## config.mk

```make
export PLATFORM = sky130hd
export DESIGN_NAME = pfsel_top
export DESIGN_NICKNAME = d
export VERILOG_FILES = /design/src/verilog/pfsel_axil.v /design/src/verilog/pfsel_pad_mux.v /design/src/verilog/pfsel_top.v
export VERILOG_INCLUDE_DIRS = /design/src /design/src/verilog
export SDC_FILE = /design/constraint.sdc
export NUM_CORES = 1
export LEC_CHECK = 0
export BUFFER_PORTS_ARGS = -buffer_cell sky130_fd_sc_hd__buf_2
export CORE_MARGIN = 8
export CORE_UTILIZATION = 49
export CTS_BUF_LIST = sky130_fd_sc_hd__clkbuf_16
export DETAILED_ROUTE_END_ITERATION = 10
export GPL_ROUTABILITY_DRIVEN = 0
export PLACE_DENSITY = 0.91
export SETUP_SLACK_MARGIN = 0.3
export SLEW_MARGIN = 10
export SYNTH_ARGS = -nofsm -noshare
export SYNTH_HDL_FRONTEND = slang
export SYNTH_SLANG_ARGS = --single-unit
```

## constraint.sdc

```tcl
create_clock -name core_clk_i -period 2.4 [get_ports core_clk_i]
set_input_delay 0.24 -clock core_clk_i [delete_from_list [all_inputs] [get_ports core_clk_i]]
set_output_delay 0.24 -clock core_clk_i [all_outputs]
set_load 0.005 [all_outputs]
```

## src/verilog/pfsel_defines.vh

```
`ifndef PFSEL_DEFINES_VH
`define PFSEL_DEFINES_VH

// register byte offsets on the bus
`define PFSEL_ADDR_W          8
`define PFSEL_OFF_FUNC        8'h00
`define PFSEL_OFF_PADS        8'h04

// pin function select register layout
`define PFSEL_FUNC_W          19
`define PFSEL_FUNC_RESET      19'h6703d
`define PFSEL_BIT_CLK_SRC     16
`define PFSEL_BIT_EXT_CLK1    10
`define PFSEL_BIT_EXT_CLK0    9
`define PFSEL_BIT_INFRARED    8
`define PFSEL_BIT_UART3_MODEM 7
`define PFSEL_BIT_AUDIO_DIN   6
`define PFSEL_BIT_AUDIO       5
`define PFSEL_BIT_ETH0        4
`define PFSEL_BIT_UART0_TX    3

// shared pad indices
`define PFSEL_PADS            20
`define PFSEL_PAD_GPIO3       0
`define PFSEL_PAD_GPIO2       1
`define PFSEL_PAD_GPIO15      2
`define PFSEL_PAD_UR3_LO      3
`define PFSEL_PAD_UR3_HI      8
`define PFSEL_PAD_GPIO8       9
`define PFSEL_PAD_AUD_LO      10
`define PFSEL_PAD_AUD_HI      12
`define PFSEL_PAD_ETH_LO      13
`define PFSEL_PAD_ETH_HI      18
`define PFSEL_PAD_GPIO212     19

// idle level seen by a peripheral input whose pad is not its own
`define PFSEL_PER_IDLE        20'h001f8

// bus responses
`define PFSEL_RESP_OKAY       2'h0
`define PFSEL_RESP_SLVERR     2'h2

`endif

```

## src/verilog/pfsel_axil.v

```verilog
`timescale 1ns/1ps
`include "pfsel_defines.vh"

module pfsel_axil (
	// clock and reset
	input  wire                      core_clk_i,
	input  wire                      rst_b_i,
	// axi4-lite slave
	input  wire [`PFSEL_ADDR_W-1:0]  s_axi_awaddr_i,
	input  wire                      s_axi_awvalid_i,
	output wire                      s_axi_awready_o,
	input  wire [31:0]               s_axi_wdata_i,
	input  wire [3:0]                s_axi_wstrb_i,
	input  wire                      s_axi_wvalid_i,
	output wire                      s_axi_wready_o,
	output reg  [1:0]                s_axi_bresp_o,
	output reg                       s_axi_bvalid_o,
	input  wire                      s_axi_bready_i,
	input  wire [`PFSEL_ADDR_W-1:0]  s_axi_araddr_i,
	input  wire                      s_axi_arvalid_i,
	output wire                      s_axi_arready_o,
	output reg  [31:0]               s_axi_rdata_o,
	output reg  [1:0]                s_axi_rresp_o,
	output reg                       s_axi_rvalid_o,
	input  wire                      s_axi_rready_i,
	// register file side
	output wire                      wr_en_o,
	output wire [`PFSEL_ADDR_W-1:0]  wr_addr_o,
	output wire [31:0]               wr_data_o,
	output wire [3:0]                wr_strb_o,
	input  wire                      wr_ok_i,
	output wire [`PFSEL_ADDR_W-1:0]  rd_addr_o,
	input  wire [31:0]               rd_data_i,
	input  wire                      rd_ok_i
);

	reg                     aw_q;
	reg                     w_q;
	reg [`PFSEL_ADDR_W-1:0] awaddr_q;
	reg [31:0]              wdata_q;
	reg [3:0]               wstrb_q;

	// each channel is taken once and held until the response leaves
	assign s_axi_awready_o = !aw_q && !s_axi_bvalid_o;
	assign s_axi_wready_o  = !w_q && !s_axi_bvalid_o;
	assign s_axi_arready_o = !s_axi_rvalid_o;
	assign wr_en_o         = aw_q && w_q && !s_axi_bvalid_o;
	assign wr_addr_o       = awaddr_q;
	assign wr_data_o       = wdata_q;
	assign wr_strb_o       = wstrb_q;
	assign rd_addr_o       = s_axi_araddr_i;

	// write path: address and data in either order, response after both
	always @(posedge core_clk_i or negedge rst_b_i) begin
		if (!rst_b_i) begin
			aw_q           <= 1'b0;
			w_q            <= 1'b0;
			awaddr_q       <= {`PFSEL_ADDR_W{1'b0}};
			wdata_q        <= 32'h0;
			wstrb_q        <= 4'h0;
			s_axi_bvalid_o <= 1'b0;
			s_axi_bresp_o  <= `PFSEL_RESP_OKAY;
		end else begin
			if (s_axi_awvalid_i && s_axi_awready_o) begin
				aw_q     <= 1'b1;
				awaddr_q <= s_axi_awaddr_i;
			end
			if (s_axi_wvalid_i && s_axi_wready_o) begin
				w_q     <= 1'b1;
				wdata_q <= s_axi_wdata_i;
				wstrb_q <= s_axi_wstrb_i;
			end
			if (wr_en_o) begin
				s_axi_bvalid_o <= 1'b1;
				s_axi_bresp_o  <= wr_ok_i ? `PFSEL_RESP_OKAY
				                          : `PFSEL_RESP_SLVERR;
			end else if (s_axi_bvalid_o && s_axi_bready_i) begin
				s_axi_bvalid_o <= 1'b0;
				aw_q           <= 1'b0;
				w_q            <= 1'b0;
			end
		end
	end

	// read path: data captured on the address edge, answer next cycle
	always @(posedge core_clk_i or negedge rst_b_i) begin
		if (!rst_b_i) begin
			s_axi_rvalid_o <= 1'b0;
			s_axi_rdata_o  <= 32'h0;
			s_axi_rresp_o  <= `PFSEL_RESP_OKAY;
		end else if (s_axi_arvalid_i && s_axi_arready_o) begin
			s_axi_rvalid_o <= 1'b1;
			s_axi_rdata_o  <= rd_ok_i ? rd_data_i : 32'h0;
			s_axi_rresp_o  <= rd_ok_i ? `PFSEL_RESP_OKAY
			                          : `PFSEL_RESP_SLVERR;
		end else if (s_axi_rvalid_o && s_axi_rready_i) begin
			s_axi_rvalid_o <= 1'b0;
		end
	end

endmodule // pfsel_axil

```

## src/verilog/pfsel_pad_mux.v

```verilog
`timescale 1ns/1ps
`include "pfsel_defines.vh"

module pfsel_pad_mux #(
	parameter          W    = 20,
	parameter [W-1:0]  IDLE = {W{1'b0}}
) (
	// clock and reset
	input  wire          core_clk_i,
	input  wire          rst_b_i,
	// owner per pad, 1 = peripheral
	input  wire [W-1:0]  sel_i,
	// general-purpose side
	input  wire [W-1:0]  gpio_out_i,
	input  wire [W-1:0]  gpio_oe_n_i,
	output reg  [W-1:0]  gpio_in_o,
	// peripheral side
	input  wire [W-1:0]  per_out_i,
	input  wire [W-1:0]  per_oe_n_i,
	output reg  [W-1:0]  per_in_o,
	// pad side, input already synchronised
	input  wire [W-1:0]  pad_sync_i,
	output wire [W-1:0]  pad_out_o,
	output wire [W-1:0]  pad_oe_n_o
);

	// exactly one owner drives each pad
	assign pad_out_o  = (sel_i & per_out_i) | (~sel_i & gpio_out_i);
	assign pad_oe_n_o = (sel_i & per_oe_n_i) | (~sel_i & gpio_oe_n_i);

	// the losing side sees a quiet level, so no false edges reach it
	always @(posedge core_clk_i or negedge rst_b_i) begin
		if (!rst_b_i) begin
			gpio_in_o <= {W{1'b0}};
			per_in_o  <= IDLE;
		end else begin
			gpio_in_o <= ~sel_i & pad_sync_i;
			per_in_o  <= (sel_i & pad_sync_i) | (~sel_i & IDLE);
		end
	end

endmodule // pfsel_pad_mux

```

## src/verilog/pfsel_top.v

```verilog
`timescale 1ns/1ps
`include "pfsel_defines.vh"

// How it works
// - bit 10 gives gpio3 pad to clock1
// - bit 9 gives gpio2 pad to clock
// - bit 16 picks clock source when bit9
// - bit16 zero clock0, one 32 kHz
// - bit 8 gives gpio15 to infrared select
// - bit 7 gives six pads to uart3 modem
// - bit 6 gives gpio8 to audio input
// - bit 5 zero gives three pads audio
// - bit 4 zero gives pads ethernet0
// - bit 3 zero gives pad uart0 transmit
// - never gpio and peripheral together
module pfsel_top (
	// clock and reset
	input  wire                      core_clk_i,
	input  wire                      rst_b_i,
	// axi4-lite slave
	input  wire [`PFSEL_ADDR_W-1:0]  s_axi_awaddr_i,
	input  wire                      s_axi_awvalid_i,
	output wire                      s_axi_awready_o,
	input  wire [31:0]               s_axi_wdata_i,
	input  wire [3:0]                s_axi_wstrb_i,
	input  wire                      s_axi_wvalid_i,
	output wire                      s_axi_wready_o,
	output wire [1:0]                s_axi_bresp_o,
	output wire                      s_axi_bvalid_o,
	input  wire                      s_axi_bready_i,
	input  wire [`PFSEL_ADDR_W-1:0]  s_axi_araddr_i,
	input  wire                      s_axi_arvalid_i,
	output wire                      s_axi_arready_o,
	output wire [31:0]               s_axi_rdata_o,
	output wire [1:0]                s_axi_rresp_o,
	output wire                      s_axi_rvalid_o,
	input  wire                      s_axi_rready_i,
	// whole select register, for the other pin owners
	output wire [`PFSEL_FUNC_W-1:0]  pin_function_o,
	// general-purpose pin logic, one bit per shared pad
	input  wire [`PFSEL_PADS-1:0]    gpio_out_i,
	input  wire [`PFSEL_PADS-1:0]    gpio_oe_n_i,
	output wire [`PFSEL_PADS-1:0]    gpio_in_o,
	// clock and infrared sources
	input  wire                      external_clock_out_1_i,
	input  wire                      external_clock_out_0_i,
	input  wire                      osc_32k_clock_i,
	input  wire                      infrared_mode_select_out_i,
	// uart3 modem control
	input  wire                      uart3_terminal_ready_n_i,
	input  wire                      uart3_request_to_send_n_i,
	output wire                      uart3_ring_indicator_n_o,
	output wire                      uart3_carrier_detect_n_o,
	output wire                      uart3_set_ready_n_o,
	output wire                      uart3_clear_to_send_n_o,
	// serial audio
	output wire                      serial_audio_data_in_o,
	input  wire                      serial_audio_word_select_i,
	input  wire                      serial_audio_word_select_oe_n_i,
	output wire                      serial_audio_word_select_o,
	input  wire                      serial_audio_bit_clock_i,
	input  wire                      serial_audio_bit_clock_oe_n_i,
	output wire                      serial_audio_bit_clock_o,
	input  wire                      serial_audio_data_bidir_i,
	input  wire                      serial_audio_data_bidir_oe_n_i,
	output wire                      serial_audio_data_bidir_o,
	// ethernet port 0 transmit and management
	input  wire [3:0]                eth0_tx_data_i,
	input  wire                      eth0_tx_enable_i,
	input  wire                      eth0_mgmt_clock_i,
	// uart0 transmit
	input  wire                      uart0_tx_data_i,
	// shared pads
	input  wire [`PFSEL_PADS-1:0]    pad_in_i,
	output wire [`PFSEL_PADS-1:0]    pad_out_o,
	output wire [`PFSEL_PADS-1:0]    pad_oe_n_o
);

	// address match on a whole aligned word
	function hit;
		input [`PFSEL_ADDR_W-1:0] addr;
		input [`PFSEL_ADDR_W-1:0] off;
		begin
			hit = (addr[`PFSEL_ADDR_W-1:2] == off[`PFSEL_ADDR_W-1:2]);
		end
	endfunction

	// byte-lane merge of a write into the select register
	function [`PFSEL_FUNC_W-1:0] merge;
		input [`PFSEL_FUNC_W-1:0] old;
		input [31:0]              data;
		input [3:0]               strb;
		reg   [31:0]              tmp;
		integer                   i;
		begin
			tmp = {13'h0, old};
			for (i = 0; i < 4; i = i + 1) begin
				if (strb[i]) begin
					tmp[i*8 +: 8] = data[i*8 +: 8];
				end
			end
			merge = tmp[`PFSEL_FUNC_W-1:0];
		end
	endfunction

	wire                     wr_en;
	wire [`PFSEL_ADDR_W-1:0] wr_addr;
	wire [31:0]              wr_data;
	wire [3:0]               wr_strb;
	wire [`PFSEL_ADDR_W-1:0] rd_addr;
	reg  [31:0]              rd_data;
	wire                     wr_ok;
	wire                     rd_ok;

	reg  [`PFSEL_FUNC_W-1:0] func_q;
	wire [`PFSEL_FUNC_W-1:0] func_d;
	reg  [`PFSEL_PADS-1:0]   pad_meta_q;
	reg  [`PFSEL_PADS-1:0]   pad_sync_q;

	wire [`PFSEL_PADS-1:0]   sel;
	wire [`PFSEL_PADS-1:0]   per_out;
	wire [`PFSEL_PADS-1:0]   per_oe_n;
	wire [`PFSEL_PADS-1:0]   per_in;

	wire                     ext_clk1_sel;
	wire                     ext_clk0_sel;
	wire                     clk_src_sel;
	wire                     infrared_sel;
	wire                     uart3_modem_sel;
	wire                     audio_din_sel;
	wire                     audio_gpio_sel;
	wire                     eth0_gpio_sel;
	wire                     uart0_gpio_sel;
	wire                     clock0_pad_value;

	// bus slave
	pfsel_axil u_axil (
		.core_clk_i      (core_clk_i),
		.rst_b_i         (rst_b_i),
		.s_axi_awaddr_i  (s_axi_awaddr_i),
		.s_axi_awvalid_i (s_axi_awvalid_i),
		.s_axi_awready_o (s_axi_awready_o),
		.s_axi_wdata_i   (s_axi_wdata_i),
		.s_axi_wstrb_i   (s_axi_wstrb_i),
		.s_axi_wvalid_i  (s_axi_wvalid_i),
		.s_axi_wready_o  (s_axi_wready_o),
		.s_axi_bresp_o   (s_axi_bresp_o),
		.s_axi_bvalid_o  (s_axi_bvalid_o),
		.s_axi_bready_i  (s_axi_bready_i),
		.s_axi_araddr_i  (s_axi_araddr_i),
		.s_axi_arvalid_i (s_axi_arvalid_i),
		.s_axi_arready_o (s_axi_arready_o),
		.s_axi_rdata_o   (s_axi_rdata_o),
		.s_axi_rresp_o   (s_axi_rresp_o),
		.s_axi_rvalid_o  (s_axi_rvalid_o),
		.s_axi_rready_i  (s_axi_rready_i),
		.wr_en_o         (wr_en),
		.wr_addr_o       (wr_addr),
		.wr_data_o       (wr_data),
		.wr_strb_o       (wr_strb),
		.wr_ok_i         (wr_ok),
		.rd_addr_o       (rd_addr),
		.rd_data_i       (rd_data),
		.rd_ok_i         (rd_ok)
	);

	// pad state register is read-only, so a write there is refused
	assign wr_ok = hit(wr_addr, `PFSEL_OFF_FUNC);
	assign rd_ok = hit(rd_addr, `PFSEL_OFF_FUNC) ||
	               hit(rd_addr, `PFSEL_OFF_PADS);

	// reserved bits above the select fields read as zero
	always @* begin
		if (hit(rd_addr, `PFSEL_OFF_FUNC)) begin
			rd_data = {13'h0, func_q};
		end else if (hit(rd_addr, `PFSEL_OFF_PADS)) begin
			rd_data = {12'h0, pad_sync_q};
		end else begin
			rd_data = 32'h0;
		end
	end

	// select register; every field keeps its own reset default
	assign func_d = (wr_en && wr_ok) ? merge(func_q, wr_data, wr_strb)
	                                 : func_q;

	always @(posedge core_clk_i or negedge rst_b_i) begin
		if (!rst_b_i) begin
			func_q <= `PFSEL_FUNC_RESET;
		end else begin
			func_q <= func_d;
		end
	end

	assign pin_function_o = func_q;

	// pads are asynchronous to the core clock
	always @(posedge core_clk_i or negedge rst_b_i) begin
		if (!rst_b_i) begin
			pad_meta_q <= {`PFSEL_PADS{1'b0}};
			pad_sync_q <= {`PFSEL_PADS{1'b0}};
		end else begin
			pad_meta_q <= pad_in_i;
			pad_sync_q <= pad_meta_q;
		end
	end

	// field decode
	assign ext_clk1_sel    = func_q[`PFSEL_BIT_EXT_CLK1];
	assign ext_clk0_sel    = func_q[`PFSEL_BIT_EXT_CLK0];
	assign clk_src_sel     = func_q[`PFSEL_BIT_CLK_SRC];
	assign infrared_sel    = func_q[`PFSEL_BIT_INFRARED];
	assign uart3_modem_sel = func_q[`PFSEL_BIT_UART3_MODEM];
	assign audio_din_sel   = func_q[`PFSEL_BIT_AUDIO_DIN];
	assign audio_gpio_sel  = func_q[`PFSEL_BIT_AUDIO];
	assign eth0_gpio_sel   = func_q[`PFSEL_BIT_ETH0];
	assign uart0_gpio_sel  = func_q[`PFSEL_BIT_UART0_TX];

	// clock source bit only matters while bit 9 owns the pad
	assign clock0_pad_value = clk_src_sel ? osc_32k_clock_i
	                                      : external_clock_out_0_i;

	// owner per pad, 1 = peripheral; some fields are active low
	assign sel[`PFSEL_PAD_GPIO3]   = ext_clk1_sel;
	assign sel[`PFSEL_PAD_GPIO2]   = ext_clk0_sel;
	assign sel[`PFSEL_PAD_GPIO15]  = infrared_sel;
	assign sel[`PFSEL_PAD_UR3_HI:`PFSEL_PAD_UR3_LO] =
		{6{uart3_modem_sel}};
	assign sel[`PFSEL_PAD_GPIO8]   = audio_din_sel;
	assign sel[`PFSEL_PAD_AUD_HI:`PFSEL_PAD_AUD_LO] =
		{3{~audio_gpio_sel}};
	assign sel[`PFSEL_PAD_ETH_HI:`PFSEL_PAD_ETH_LO] =
		{6{~eth0_gpio_sel}};
	assign sel[`PFSEL_PAD_GPIO212] = ~uart0_gpio_sel;

	// peripheral pad values; clock outputs pass straight through,
	// a flop here would halve and skew them
	assign per_out = {
		uart0_tx_data_i,                        // gpio212
		eth0_mgmt_clock_i,                      // gpio215
		eth0_tx_enable_i,                       // gpio28
		eth0_tx_data_i,                         // gpio27..24
		serial_audio_data_bidir_i,              // gpio31
		serial_audio_bit_clock_i,               // gpio30
		serial_audio_word_select_i,             // gpio29
		1'b0,                                   // gpio8, input only
		4'h0,                                   // gpio14..11, inputs
		uart3_request_to_send_n_i,              // gpio10
		uart3_terminal_ready_n_i,               // gpio9
		infrared_mode_select_out_i,             // gpio15
		clock0_pad_value,                       // gpio2
		external_clock_out_1_i                  // gpio3
	};

	// peripheral enables, active low; modem status lines only listen
	assign per_oe_n = {
		1'b0,                                   // gpio212
		6'h00,                                  // ethernet pads
		serial_audio_data_bidir_oe_n_i,
		serial_audio_bit_clock_oe_n_i,
		serial_audio_word_select_oe_n_i,
		1'b1,                                   // gpio8
		4'hf,                                   // modem status pads
		2'h0,                                   // modem control pads
		3'h0                                    // clocks, infrared
	};

	// pad ownership switch
	pfsel_pad_mux #(
		.W    (`PFSEL_PADS),
		.IDLE (`PFSEL_PER_IDLE)
	) u_pad_mux (
		.core_clk_i  (core_clk_i),
		.rst_b_i     (rst_b_i),
		.sel_i       (sel),
		.gpio_out_i  (gpio_out_i),
		.gpio_oe_n_i (gpio_oe_n_i),
		.gpio_in_o   (gpio_in_o),
		.per_out_i   (per_out),
		.per_oe_n_i  (per_oe_n),
		.per_in_o    (per_in),
		.pad_sync_i  (pad_sync_q),
		.pad_out_o   (pad_out_o),
		.pad_oe_n_o  (pad_oe_n_o)
	);

	// peripheral inputs; modem lines idle high when unrouted, which
	// only masks edges, software must still gate the uart3 irq
	assign uart3_ring_indicator_n_o   = per_in[5];
	assign uart3_carrier_detect_n_o   = per_in[6];
	assign uart3_set_ready_n_o        = per_in[7];
	assign uart3_clear_to_send_n_o    = per_in[8];
	assign serial_audio_data_in_o     = per_in[`PFSEL_PAD_GPIO8];
	assign serial_audio_word_select_o = per_in[10];
	assign serial_audio_bit_clock_o   = per_in[11];
	assign serial_audio_data_bidir_o  = per_in[12];

endmodule // pfsel_top

```

# After elaboration in Yosys (flattened, before gate mapping)
# Index checks and enable logic that the tools add are counted.
[word_totals]
in_bits = 138
out_inout_bits = 128
ff_bits = 162
[classes]
reduce_logical = 22
eq_ne = 1
n_bitwise = 13
muxes = 16
[op_table]
columns = ["op", "n"]
rows = [
  ["$and 20x20->20", 4],
  ["$mux 20", 3],
  ["$or 20x20->20", 2],
  ["$and 20x13->20", 1],
  ["$not 20->20", 1],
  ["$and 13x13->13", 1],
  ["$or 13x9->13", 1],
  ["$logic_not 6->1", 2],
  ["$mux 1", 11],
  ["$logic_and 1x1->1", 10],
  ["$eq 6x1->1 const B", 1],
  ["$reduce_and 2->1", 3],
  ["$logic_not 1->1", 4],
  ["$mux 2", 2],
  ["$reduce_bool 2->1", 2],
  ["$not 1->1", 3],
  ["$logic_or 1x1->1", 1],
]

# Depth between registers and ports, before layout
# Gate-level depths: netlist (run 1).
[logic_depth]
depth_word = 6
mapped_depth = 5
ltp_nobuf = 3

# By module
# Synthesis (run 1) repeated with hierarchy kept, for this count alone.
[hier_totals]
cells_unflattened = 529
hier_area_um2 = 7538.5
[by_module_without_submodules]
columns = ["module", "area_per_inst_um2", "instances", "cells_per_inst"]
rows = [
  ["pfsel_axil", 3554.7, 1, 266],
  ["pfsel_top", 2137.0, 1, 143],
  ["pfsel_pad_mux", 1846.8, 1, 120],
]

# Least setup slack after synthesis (run 1)
# Ideal clock, no wire load.
[synth_timing]
kind = "reg2reg"
from = "register u_axil.s_axi_bvalid_o"
to = "register u_axil.wdata_q[10] (netlist: u_axil.wr_data_o[10])"
arrival_time_ns = 1.352
stages_incl_launch_ff = 5
setup_ns = 0.125
required_ns = 2.275
path_buffers = 1
slack_ns = 0.923
path_cell_list = "dfrtp_1 -> nand2b_1 -> nor2_1 -> buf_2 -> mux2_2"
[synth_between]
elab_chain_len = 3
[synth_rtl]
columns = ["item", "line_no", "text"]
rows = [
  ["start: declaration", "pfsel_axil.v:17", "output reg s_axi_bvalid_o,"],
  ["start signal: assignment", "pfsel_axil.v:61", "s_axi_bvalid_o <= 1'b0;"],
  ["start signal: assignment", "pfsel_axil.v:74", "s_axi_bvalid_o <= 1'b1;"],
  ["start signal: assignment", "pfsel_axil.v:78", "s_axi_bvalid_o <= 1'b0;"],
  ["$logic_not 1->1", "pfsel_axil.v:45", "assign s_axi_wready_o = !w_q && !s_axi_bvalid_o;"],
  ["$logic_and 1x1->1", "pfsel_axil.v:45", ""],
  ["$logic_and 1x1->1", "pfsel_axil.v:68", "if (s_axi_wvalid_i && s_axi_wready_o) begin"],
  ["end signal: assignment", "pfsel_axil.v:70", "wdata_q <= s_axi_wdata_i;"],
  ["end: declaration", "pfsel_axil.v:40", "reg [31:0] wdata_q;"],
]
# No other way between the ends.
# A chain may end at the register's enable or synchronous reset.

# Worst setup path in the final report (run 1)
[layout_timing]
from = "register func_q[4] (netlist: pin_function_o[4])"
to = "output port pad_out_o[14]"
[layout_between]
elab_chain_len = 4
elab_cells_between_ends = 5
[layout_rtl]
columns = ["item", "line_no", "text"]
rows = [
  ["start: declaration", "pfsel_top.v:115", "reg [`PFSEL_FUNC_W-1:0] func_q;"],
  ["start signal: assignment", "pfsel_top.v:189", "func_q <= `PFSEL_FUNC_RESET;"],
  ["start signal: assignment", "pfsel_top.v:191", "func_q <= func_d;"],
  ["$not 1->1 (*)", "pfsel_top.v:233", "{6{~eth0_gpio_sel}};"],
  ["$not 20->20", "pfsel_pad_mux.v:28", "assign pad_out_o = (sel_i & per_out_i) | (~sel_i & gpio_out_i);"],
  ["$and 20x20->20", "pfsel_pad_mux.v:28", ""],
  ["$or 20x20->20 (*)", "pfsel_pad_mux.v:28", ""],
  ["end: declaration", "pfsel_top.v:75", "output wire [`PFSEL_PADS-1:0] pad_out_o,"],
]
# Every way passes the cells marked *; elsewhere a longest branch is shown, timed or not.

==> results of run 1 <==
-- area by class of cell --
cell class / count / area (sq um)
Clock buffer: 17 / 425
Tap cell: 140 / 175
Antenna cell: 1 / 2.50
Inverter: 3 / 11.3
Timing Repair Buffer: 258 / 1430
Sequential cell: 141 / 3550
Fill cell: 768 / 3320
Clock inverter: 15 / 179
Multi-Input combinational cell: 225 / 1710
-- state kept, by name (all words and copies together), names as in the netlist --
register               cells
pad_meta_q                20
pad_sync_q                20
u_axil.s_axi_rdata_o      20
u_pad_mux.gpio_in_o       20
pin_function_o            19
u_axil.wr_data_o          19
u_pad_mux.per_in_o         8
u_axil.wr_addr_o           6
u_axil.wr_strb_o           3
u_axil.aw_q                1
u_axil.s_axi_bresp_o       1
u_axil.s_axi_bvalid_o      1
u_axil.s_axi_rresp_o       1
u_axil.s_axi_rvalid_o      1
u_axil.w_q                 1
-- power by group --
| group | total [mW] | internal, mW | leakage (nW) | switching [mW] |
|---|---|---|---|---|
| Clock | 2.65 | 1.71 | 0.286 | 0.938 |
| Sequential | 3.21 | 2.85 | 1.71 | 0.359 |
| Combinational | 1.28 | 0.722 | 1.78 | 0.560 |
| Total | 7.15 | 5.29 | 3.78 | 1.86 |
-- placed cells by master, fill, tap and decap left out, drive strengths merged --
master | synthesis | routed
and3b | 1 | 1
dfstp | 14 | 14
dlygate4sd3 | 0 | 21
o31ai | 14 | 14
conb | 1 | 14
o22ai | 4 | 4
mux2i | 10 | 10
nand2b | 7 | 7
nor3 | 7 | 7
dfrtp | 127 | 127
a31oi | 1 | 1
o41ai | 6 | 6
clkinv | 1 | 7
or2 | 6 | 6
a21oi | 1 | 1
o21ai | 1 | 1
inv | 2 | 3
nand2 | 27 | 27
a21o | 1 | 1
diode | 0 | 1
clkbuf | 14 | 17
and2 | 18 | 18
nor4 | 1 | 1
bufinv | 0 | 4
nor2 | 15 | 15
nand4 | 3 | 3
nor2b | 23 | 23
clkinvlp | 0 | 4
mux2 | 65 | 65
buf | 18 | 237
-- layer usage --
layer / vias up / share of wire [%] / GRT usage [%] / routed length, um
met5: - / 0 / 0 / 0
met2: 151 / 54 / 36.8 / 8250
met1: 1961 / 36 / 22.2 / 5440
met4: 0 / 2.0 / 8.43 / 296
met3: 20 / 7.7 / 7.07 / 1160
li1: 1814 / - / - / -
-- worst min path at each step --
stage	start	endpoint	slack, ns
floorplan	rst_b_i	pad_meta_q[0]$_DFF_PN0_	-0.06
global placement	rst_b_i	u_pad_mux.gpio_in_o[19]$_DFF_PN0_	0.27
detailed placement	rst_b_i	pad_meta_q[3]$_DFF_PN0_	0.29
CTS	s_axi_rready_i	u_axil.s_axi_rvalid_o$_DFFE_PN0P_	0.03
global route	s_axi_rready_i	u_axil.s_axi_rvalid_o$_DFFE_PN0P_	0.04
finish	s_axi_rready_i	u_axil.s_axi_rvalid_o$_DFFE_PN0P_	0.04
-- logic make-up (layout without fill, tap and decap cells) --
| group | Yosys count | in the layout |
|---|---|---|
| AOI/OAI and AO/OA | 28 | 28 |
| buffers and inverters | 35 | 293 |
| DFF | 141 | 141 |
| muxes | 75 | 75 |
| other | 1 | 15 |
| and+or+nand+nor | 108 | 108 |
-- through the flow --
stage / cells / area, sq um / hold slack [ns]
final: 800 / 7470 / 0.0438
after global routing: 800 / 7470 / 0.0379
after CTS: 799 / 7470 / 0.0293
after detailed placement: 746 / 6660 / 0.287
after global placement: 746 / 6660 / 0.274
after floorplan: 401 / 5440 / -0.0556
-- worst max-delay path: cells and delay by family (launching register included) --
family,cells,cell delay (ns)
DFF,1,0.75
muxes,1,0.39
buffers and inverters,1,0.13
-- timing repair --
item / 4_1_cts / 5_1_grt
endpoints found under the hold margin: 81 / 0
hold buffers: 21 / 0
resized for setup: 0 / 1
setup endpoints to repair: 0 / 2
buffers inserted: 0 / 0
==> results.py, run 1 <==
metrics = {
    "status": {
        "status": "complete, no violations",
    },
    "global_route": {
        "grt_pass1_vias": 4383,
        "grt_pass1_wl_mm": 23.3,
        "track_usage_pct": 20.7,
        "grt_max_degree": 73,
        "grt-ovfl-total": 0,
        "antenna_found_initial": 1,
    },
    "synth": {
        "synth_top_area_share_pct": 59.0,
        "synth_compound_area_share_pct": 3.83,
        "yosysMostFrequentCell": "dfrtp_1",
        "synth_area_per_cell_sq_um": 13.9,
        "synthTopCellsByCount": "dfrtp_1, mux2_2, nand2_1, nor2b_1, and2_1",
        "ys_warn_count": 0,
        "seq_area_frac_synth_pct": 65.8,
        "muxShareOfSynthArea_pct": 15.4,
        "ys_types": 31,
        "yosys.area.top_type": "dfrtp_1",
        "synth_top_family_by_area": "multiplexers",
        "synth_area_sq_um": 5390,
        "synth_cells": 388,
        "synth_xor_xnor_area_share_pct": 0,
        "synth_simple_gate_area_share_pct": 11.4,
        "ys_seq_elements": 141,
        "synth_area_leaders": "dfrtp_1, mux2_2, dfstp_2, nor2b_1, and2_1",
        "async_flop_share_pct": 100,
        "synth_ff_type": "dfrtp_1",
        "synth_fa_ha_area_share_pct": 0,
        "synth_edf_count": 0,
    },
    "route": {
        "viasPerCell": 4.93,
        "drt-initial-drc-count": 241,
        "firstDrtPassIters": 4,
        "totalWireLength_mm": 15.1,
        "num_vias": 3946,
        "wl_per_cell_um": 18.9,
        "drc_errors": 0,
        "antenna_left": 0,
    },
    "timing": {
        "max_freq_mhz": 523,
        "slew_headroom_pct": 33.1,
        "setup-tns-final_ns": 0,
        "grt_setup_unrepaired": "no",
        "final_hold_viol_count": 0,
        "slew_violations": 0,
        "worst_pin_slew_ns": 1.00,
        "fin_crit_sh_pct": 79.7,
        "clock_skew_ns": 0.0124,
        "layout_min_cycle_time_ns": 1.91,
        "worst_slack_ns": 0.487,
        "setup_viol": 0,
    },
    "clocking": {
        "cts.sinks": 141,
        "cts_tree": "yes",
        "cts_max_level": 4,
        "clock_path_buffers": 2,
        "cts_made_buffers": 17,
        "clock_latency_ns": 0.41,
        "clk_pin_slew_ns": 0.05,
        "cts_root_buf": "clkbuf_16",
    },
    "floorplan": {
        "die_x_um": 121,
        "die_y_um": 121,
        "rows": 38,
        "die_area_sq_um": 14600,
        "start_util_pct": 49.9,
        "io_pins": 266,
        "coreArea_sq_um": 10800,
    },
    "setup_path": {
        "rr_worst_depth": 2,
        "crit_chain": "mux2_2 -> buf_2",
        "path_class": "register to output pin",
        "critical_path.endpoint": "pad_out_o[14]",
        "cp_slowest_cell": "dfstp_2",
        "max_stage_delay_ns": 0.75,
        "critPathMaxFanout": 21,
        "arrival_ns": 1.67,
        "reg2reg_from": "u_axil.s_axi_rvalid_o$_DFFE_PN0P_",
        "worst_setup_path_end_kind": "output pin",
        "rrSetupSlack_ns": 0.72,
        "critPathLaunchType": "register",
        "cp.required_ns": 2.16,
        "critPathLaunch": "pin_function_o[4]$_DFFE_PN1P_",
        "worstReg2RegEnd": "u_axil.s_axi_rdata_o[7]$_DFFE_PN0P_",
    },
    "cells_and_area": {
        "fin_nets": 784,
        "final_layout_size_suffix_gt1_share_pct": 53.9,
        "area_growth_syn_to_layout_pct": 38.6,
        "utilization_pct": 69.2,
    },
    "pwr": {
        "powerDensity_nw_per_um2": 956,
        "leakagePower_nw": 3.78,
        "vdd_drop_max_v": 0.000799,
        "power.total_mw": 7.15,
    },
    "worst_hold_path": {
        "whs_path_depth": 2,
        "hp-class": "input pin to register",
    },
    "placement": {
        "hpwl_mm": 11.1,
        "port_buffers": 233,
        "dp_slack_ns": 0.532,
    },
    "job": {
        "maxCapViolations": 0,
    },
}
No activity file was read; power rests on OpenSTA's default activity.
==> run 2, diff against run 1 <==
- ABC_AREA: unset -> 1
- CORE_UTILIZATION: 49 -> 46
- PLACE_DENSITY: 0.91 -> 0.85
- clock period: 2.4 -> 2 ns (I/O delays scaled with it)
==> run 2 against run 1 <==
Against the previous run: first-iteration DRC count up 26%; flip-flop and latch count unchanged; cell area up 3.0%; die area up 9.1%; largest power group unchanged; combinational power up 22%; clock power up 7%; critical path depth up 1; via count up 23%; cell count up 29%; largest cell class unchanged; core utilization down 4.9 points; highest routed layer unchanged.
==> results.py, run 2 <==
metrics = {
    "setup_path": {
        "worst_setup_path_end_kind": "output pin",
        "critPathLaunchType": "register",
        "reg2reg_from": "u_axil.s_axi_bvalid_o$_DFFE_PN0P_",
        "rr_worst_depth": 4,
        "path_class": "register to output pin",
        "max_stage_delay_ns": 0.44,
        "arrival_ns": 1.44,
        "crit_chain": "buf_4 -> or2_2 -> buf_2",
        "cp_slowest_cell": "dfrtp_2",
        "critPathMaxFanout": 10,
        "rrSetupSlack_ns": 0.52,
        "worstReg2RegEnd": "pin_function_o[7]$_DFFE_PN0P_",
        "cp.required_ns": 1.80,
    },
    "status": {
        "status": "complete, no violations",
    },
    "floorplan": {
        "start_util_pct": 46.8,
        "die_area_sq_um": 15900,
        "rows": 40,
        "io_pins": 266,
        "die_y_um": 126,
        "die_x_um": 126,
        "coreArea_sq_um": 12000,
    },
    "timing": {
        "fin_crit_sh_pct": 82.2,
        "setup-tns-final_ns": 0,
        "max_freq_mhz": 609,
        "worst_pin_slew_ns": 0.703,
        "slew_violations": 0,
        "slew_headroom_pct": 53.1,
        "setup_viol": 0,
        "grt_setup_unrepaired": "no",
        "clock_skew_ns": 0.00556,
        "layout_min_cycle_time_ns": 1.64,
        "final_hold_viol_count": 0,
    },
    "pwr": {
        "vdd_drop_max_v": 0.000608,
        "power_frac_seq_pct": 45.8,
        "power_switching_mw": 2.52,
        "p_int_mw": 5.59,
        "combPwrFrac_pct": 19.2,
        "pwr-share-clk_pct": 35.0,
        "powerDensity_nw_per_um2": 1050,
        "sw_frac_of_total_pct": 31.1,
        "leakagePower_nw": 4.41,
    },
    "worst_hold_path": {
        "whs_path_depth": 3,
        "hp-start": "s_axi_wstrb_i[2]",
        "hold-path-endpoint": "u_axil.wr_strb_o[2]$_DFFE_PN0P_",
        "hp-class": "input pin to register",
    },
    "synth": {
        "synth_area_per_cell_sq_um": 9.29,
        "muxShareOfSynthArea_pct": 0,
        "seq_area_frac_synth_pct": 63.4,
        "synth_area_sq_um": 5590,
        "synth_compound_area_share_pct": 2.62,
        "synth_top_area_share_pct": 56.8,
        "synth_top_family_by_area": "simple AND/OR/NAND/NOR gates",
        "synth_fa_ha_area_share_pct": 0,
        "yosys.area.top_type": "dfrtp_1",
        "synth_ff_type": "dfrtp_1",
        "synth_xor_xnor_area_share_pct": 0,
        "async_flop_share_pct": 100,
        "synth_simple_gate_area_share_pct": 25.3,
        "synthTopCellsByCount": "nand2_1, dfrtp_1, inv_1, nand3_1, nor2_1",
        "ys_warn_count": 0,
        "synth_edf_count": 0,
        "yosysMostFrequentCell": "nand2_1",
        "ys_types": 22,
        "synth_area_leaders": "dfrtp_1, nand2_1, dfstp_2, inv_1, nand3_1",
        "synth_cells": 602,
        "ys_seq_elements": 141,
    },
    "clocking": {
        "cts_made_buffers": 17,
        "cts_tree": "yes",
        "clock_latency_ns": 0.41,
        "cts_max_level": 4,
        "cts_root_buf": "clkbuf_16",
        "clock_path_buffers": 2,
        "clk_pin_slew_ns": 0.06,
        "cts.sinks": 141,
    },
    "cells_and_area": {
        "layout_common_cells": "buf_2, nand2_1, dfrtp_1",
        "layout_commonest_cell": "buf_2",
        "final_cells": 1030,
        "area_growth_syn_to_layout_pct": 37.6,
        "utilization_pct": 64.4,
        "n_antenna_cell": 0,
        "final.fill_count": 941,
        "final_layout_size_suffix_gt1_share_pct": 35.7,
        "fin_nets": 1008,
    },
    "placement": {
        "placed_cells": 969,
        "hpwl_mm": 11.9,
        "port_buffers": 233,
    },
    "global_route": {
        "grt_pass1_wl_mm": 25.4,
        "track_usage_pct": 20.2,
        "grt-ovfl-total": 0,
        "grt_max_degree": 63,
        "grt_pass1_vias": 4980,
        "antenna_found_initial": 0,
    },
    "route": {
        "antenna_left": 0,
        "num_vias": 4856,
        "drc_errors": 0,
        "firstDrtPassIters": 6,
        "totalWireLength_mm": 16.0,
        "viasPerCell": 4.71,
        "wl_per_cell_um": 15.6,
        "drt-initial-drc-count": 303,
    },
    "job": {
        "maxCapViolations": 0,
    },
}
==> run 2: changes by cell type after synthesis, moves of 14 or more <==
cell     delta
nor2_1     +22
nand3_1    +38
inv_1      +63
mux2_2     -64
nor2b_1    -23
and2_1     -18
nand4_1    +19
nand2_1   +192
o31ai_1    -14
==> run 2: routing by layer <==
metal  global-route usage [%]  vias up  wire (um)
met1                     24.2     2261       6700
met4                     8.14        0        308
met3                     5.99       24       1060
li1                         -     2386          -
met5                        0        -          0
met2                     33.6      185       7980
==> run 2: cell families after synthesis <==
logic type,Yosys count
flops,141
compound gates,27
simple gates,331
buf+inv,102
other cells,1
==> run 2: stage by stage <==
| stage | setup slack [ns] | instance area, sq um | power [mW] | hold slack (ns) |
|---|---|---|---|---|
| 6_report | 0.357 | 7700 | 8.11 | 0.0197 |
| 5_1_grt | 0.307 | 7700 | 8.57 | 0.0124 |
| 4_1_cts | 0.333 | 7700 | 8.19 | 0.000108 |
| 3_5_place_dp | 0.528 | 6860 | 5.25 | 0.217 |
| 3_3_place_gp | 0.554 | 6860 | 5.18 | 0.214 |
| 2_1_floorplan | 0.817 | 5640 | 4.57 | -0.0956 |
==> run 2: critical path: cells and delay by family (launching register included) <==
family                 cells  cell delay [ns]
buffers and inverters      2             0.31
flip-flops                 1             0.44
AND/OR/NAND/NOR            1             0.29
==> run 2: power groups by stage <==
stage               combinational [mW]  clock [mW]  sequential, mW
finish                            1.56        2.84            3.72
global route                      1.78        3.02            3.77
CTS                               1.58        2.90            3.71
detailed placement                1.47           0            3.78
global placement                  1.43           0            3.75
floorplan                        0.950           0            3.62
==> run 2: final cells by class <==
class | count | area, sq um | share of cell area, %
multi-input combinational | 372 | 1610 | 20.9
tap | 147 | 184 | 2.39
clock inverter | 15 | 116 | 1.51
timing repair buffer | 271 | 1560 | 20.2
sequential | 141 | 3550 | 46.1
clock buffer | 17 | 425 | 5.52
inverter | 67 | 254 | 3.30
==> run 2: how the worst max path moves through the flow <==
stage                                            from                            end  slack (ns)  cells after the start
floorplan               pin_function_o[5]$_DFFE_PN1P_                 pad_oe_n_o[10]        0.82                      3
global placement    u_axil.s_axi_bvalid_o$_DFFE_PN0P_  pin_function_o[6]$_DFFE_PN0P_        0.55                      4
global route            pin_function_o[4]$_DFFE_PN1P_                 pad_oe_n_o[16]        0.31                      4
finish                  pin_function_o[7]$_DFFE_PN0P_                  pad_oe_n_o[6]        0.36                      3
detailed placement  u_axil.s_axi_bvalid_o$_DFFE_PN0P_  pin_function_o[6]$_DFFE_PN0P_        0.53                      4
CTS                 u_axil.s_axi_bvalid_o$_DFFE_PN0P_                 s_axi_wready_o        0.33                      3
==> run 2: what timing repair did <==
item	4_1_cts	5_1_grt
resized for setup	3	2
endpoints found under the hold margin	66	0
pin swaps	0	0
setup buffers	6	0
setup endpoints to repair	23	2
hold buffers	23	0
==> run 3, diff against run 2 <==
- CORE_UTILIZATION: 46 -> 42
- PLACE_DENSITY: 0.85 -> 0.82
- clock period: 2 -> 1.45 ns (I/O delays scaled with it)
==> run 3 against run 2 <==
Against the previous run: the run now ends with negative setup slack left; clock-buffer cell count unchanged; core utilization grew 7.4 points; clock power up 45%; sequential power rose by 44%; worst setup slack got worse by 0.47 ns; hold slack improved by 0.013 ns.
==> results.py, run 3 (same netlist as run 2, synthesis figures left out) <==
metrics = {
    "cells_and_area": {
        "final_layout_size_suffix_gt1_share_pct": 51.2,
        "n_antenna_cell": 0,
        "layout_common_cells": "buf_2, nand2_1, dfrtp_1",
        "layout_commonest_cell": "buf_2",
        "final.fill_count": 913,
        "fin_nets": 1102,
        "area_growth_syn_to_layout_pct": 68.5,
    },
    "timing": {
        "max_freq_mhz": 638,
        "slew_violations": 0,
        "final_hold_viol_count": 0,
        "setup-tns-final_ns": -1.69,
        "grt_setup_unrepaired": "yes",
        "fin_crit_sh_pct": 108,
        "clock_skew_ns": 0.0104,
        "setup_viol": 22,
        "layout_min_cycle_time_ns": 1.57,
        "worst_slack_ns": -0.117,
    },
    "status": {
        "violations": "negative setup slack",
        "status": "finished, violations left",
    },
    "clocking": {
        "clock_latency_ns": 0.42,
        "cts_made_buffers": 17,
        "clock_path_buffers": 2,
        "cts.sinks": 141,
        "cts_tree": "yes",
        "cts_max_level": 4,
        "cts_root_buf": "clkbuf_16",
        "clk_pin_slew_ns": 0.06,
    },
    "setup_path": {
        "worst_setup_path_end_kind": "output pin",
        "cp_top_family": "flip-flops",
        "cp.depth": 4,
        "cp.required_ns": 1.31,
        "critPathMaxFanout": 6,
        "arrival_ns": 1.42,
        "rr_worst_depth": 6,
        "crit_buf_inv": 2,
        "cp_slowest_cell": "dfstp_2",
        "path_class": "register to output pin",
        "critPathLaunchType": "register",
        "crit_chain": "buf_6 -> nand2_2 -> nand2_1 -> buf_2",
        "max_stage_delay_ns": 0.64,
    },
    "floorplan": {
        "die_area_sq_um": 17300,
        "coreArea_sq_um": 13100,
        "io_pins": 266,
        "start_util_pct": 42.6,
        "die_y_um": 131,
        "rows": 42,
        "die_x_um": 131,
    },
    "pwr": {
        "vdd_drop_max_v": 0.00136,
        "leakagePower_nw": 5.05,
        "powerDensity_nw_per_um2": 1450,
    },
    "route": {
        "wl_per_cell_um": 17.5,
        "viasPerCell": 4.74,
        "drt-initial-drc-count": 299,
        "antenna_left": 0,
        "totalWireLength_mm": 20.1,
        "num_vias": 5465,
        "firstDrtPassIters": 5,
        "drc_errors": 0,
    },
    "worst_hold_path": {
        "hp-class": "input pin to register",
        "whs_path_depth": 3,
    },
    "placement": {
        "port_buffers": 233,
        "hpwl_mm": 12.1,
        "dp_slack_ns": 0.0530,
    },
    "global_route": {
        "track_usage_pct": 21.9,
        "grt-ovfl-total": 0,
        "antenna_found_initial": 0,
        "grt_pass1_vias": 5611,
        "grt_pass1_wl_mm": 29.9,
        "grt_max_degree": 47,
    },
    "job": {
        "maxCapViolations": 0,
    },
}
run 3: changes by cell type in the layout (fill, tap and decap cells not counted), sizes merged, moves of 2 or more:
cell / previous run / this run
buf: 248 / 312
clkinv: 6 / 9
clkinvlp: 5 / 2
dlygate4sd3: 23 / 50
nor2: 43 / 45
run 3: path summary, 6_finish.rpt:
path | startpoint | to | slack [ns]
min in group asynchronous | rst_b_i | u_pad_mux.gpio_in_o[10]$_DFF_PN0_ | 0.25
worst max register to register | u_axil.s_axi_bvalid_o$_DFFE_PN0P_ | pin_function_o[6]$_DFFE_PN0P_ | 0.10
max in group asynchronous | rst_b_i | pin_function_o[14]$_DFFE_PN1P_ | 0.58
worst max-delay path | pin_function_o[5]$_DFFE_PN1P_ | pad_out_o[12] | -0.12
worst min-delay path | s_axi_araddr_i[2] | u_axil.s_axi_rdata_o[19]$_DFFE_PN0P_ | 0.03
worst min register to register | pad_meta_q[0]$_DFF_PN0_ | pad_sync_q[0]$_DFF_PN0_ | 0.34
run 3: layer usage:
| metal | vias up | part of all wire [%] | global-route usage [%] | wire [um] |
|---|---|---|---|---|
| met5 | - | 0 | 0 | 0 |
| met4 | 0 | 1.1 | 5.62 | 212 |
| met3 | 19 | 6.6 | 7.24 | 1320 |
| met2 | 214 | 54 | 38.9 | 10900 |
| met1 | 2653 | 38 | 24.7 | 7690 |
| li1 | 2579 | - | - | - |
run 3: final cells by class:
type                            count  area, sq um  area share [%]
Clock buffer                       17          425            4.51
Clock inverter                     15          140            1.49
Inverter                           67          259            2.75
Multi-Input combinational cell    374         2120            22.5
Sequential cell                   141         3560            37.7
Tap cell                          176          220            2.34
Timing Repair Buffer              363         2700            28.7
run 3: tightest hold or removal path, delay by kind of cell:
family / cells / cell delay [ns]
buf+inv: 1 / 0.15
simple gates: 2 / 0.12
run 3: report_power, final:
group	switching [mW]	leakage [nW]	internal [mW]	total, mW
sequential	0.716	1.72	4.62	5.34
clock	1.75	0.274	2.38	4.13
combinational	2.03	3.06	2.13	4.16
run 3: through the flow:
stage	utilization [%]	hold slack, ns	cells	total power [mW]	area (sq um)
floorplan	-	-0.151	615	6.31	5640
global placement	53.4	0.110	1010	7.25	7010
detailed placement	53.4	0.112	1010	7.35	7010
CTS	67.3	0.00475	1140	12.7	8840
global route	71.7	0.0115	1153	14.3	9420
finish	71.7	0.0327	1153	13.6	9420
run 3: what timing repair did:
action                     in CTS  in global routing
pin swaps                      49                 63
setup endpoints to repair     110                135
hold endpoints to repair       88                  0
resized for setup             100                137
buffers inserted               41                 11
hold buffers                   50                  0
gates cloned                    7                  2
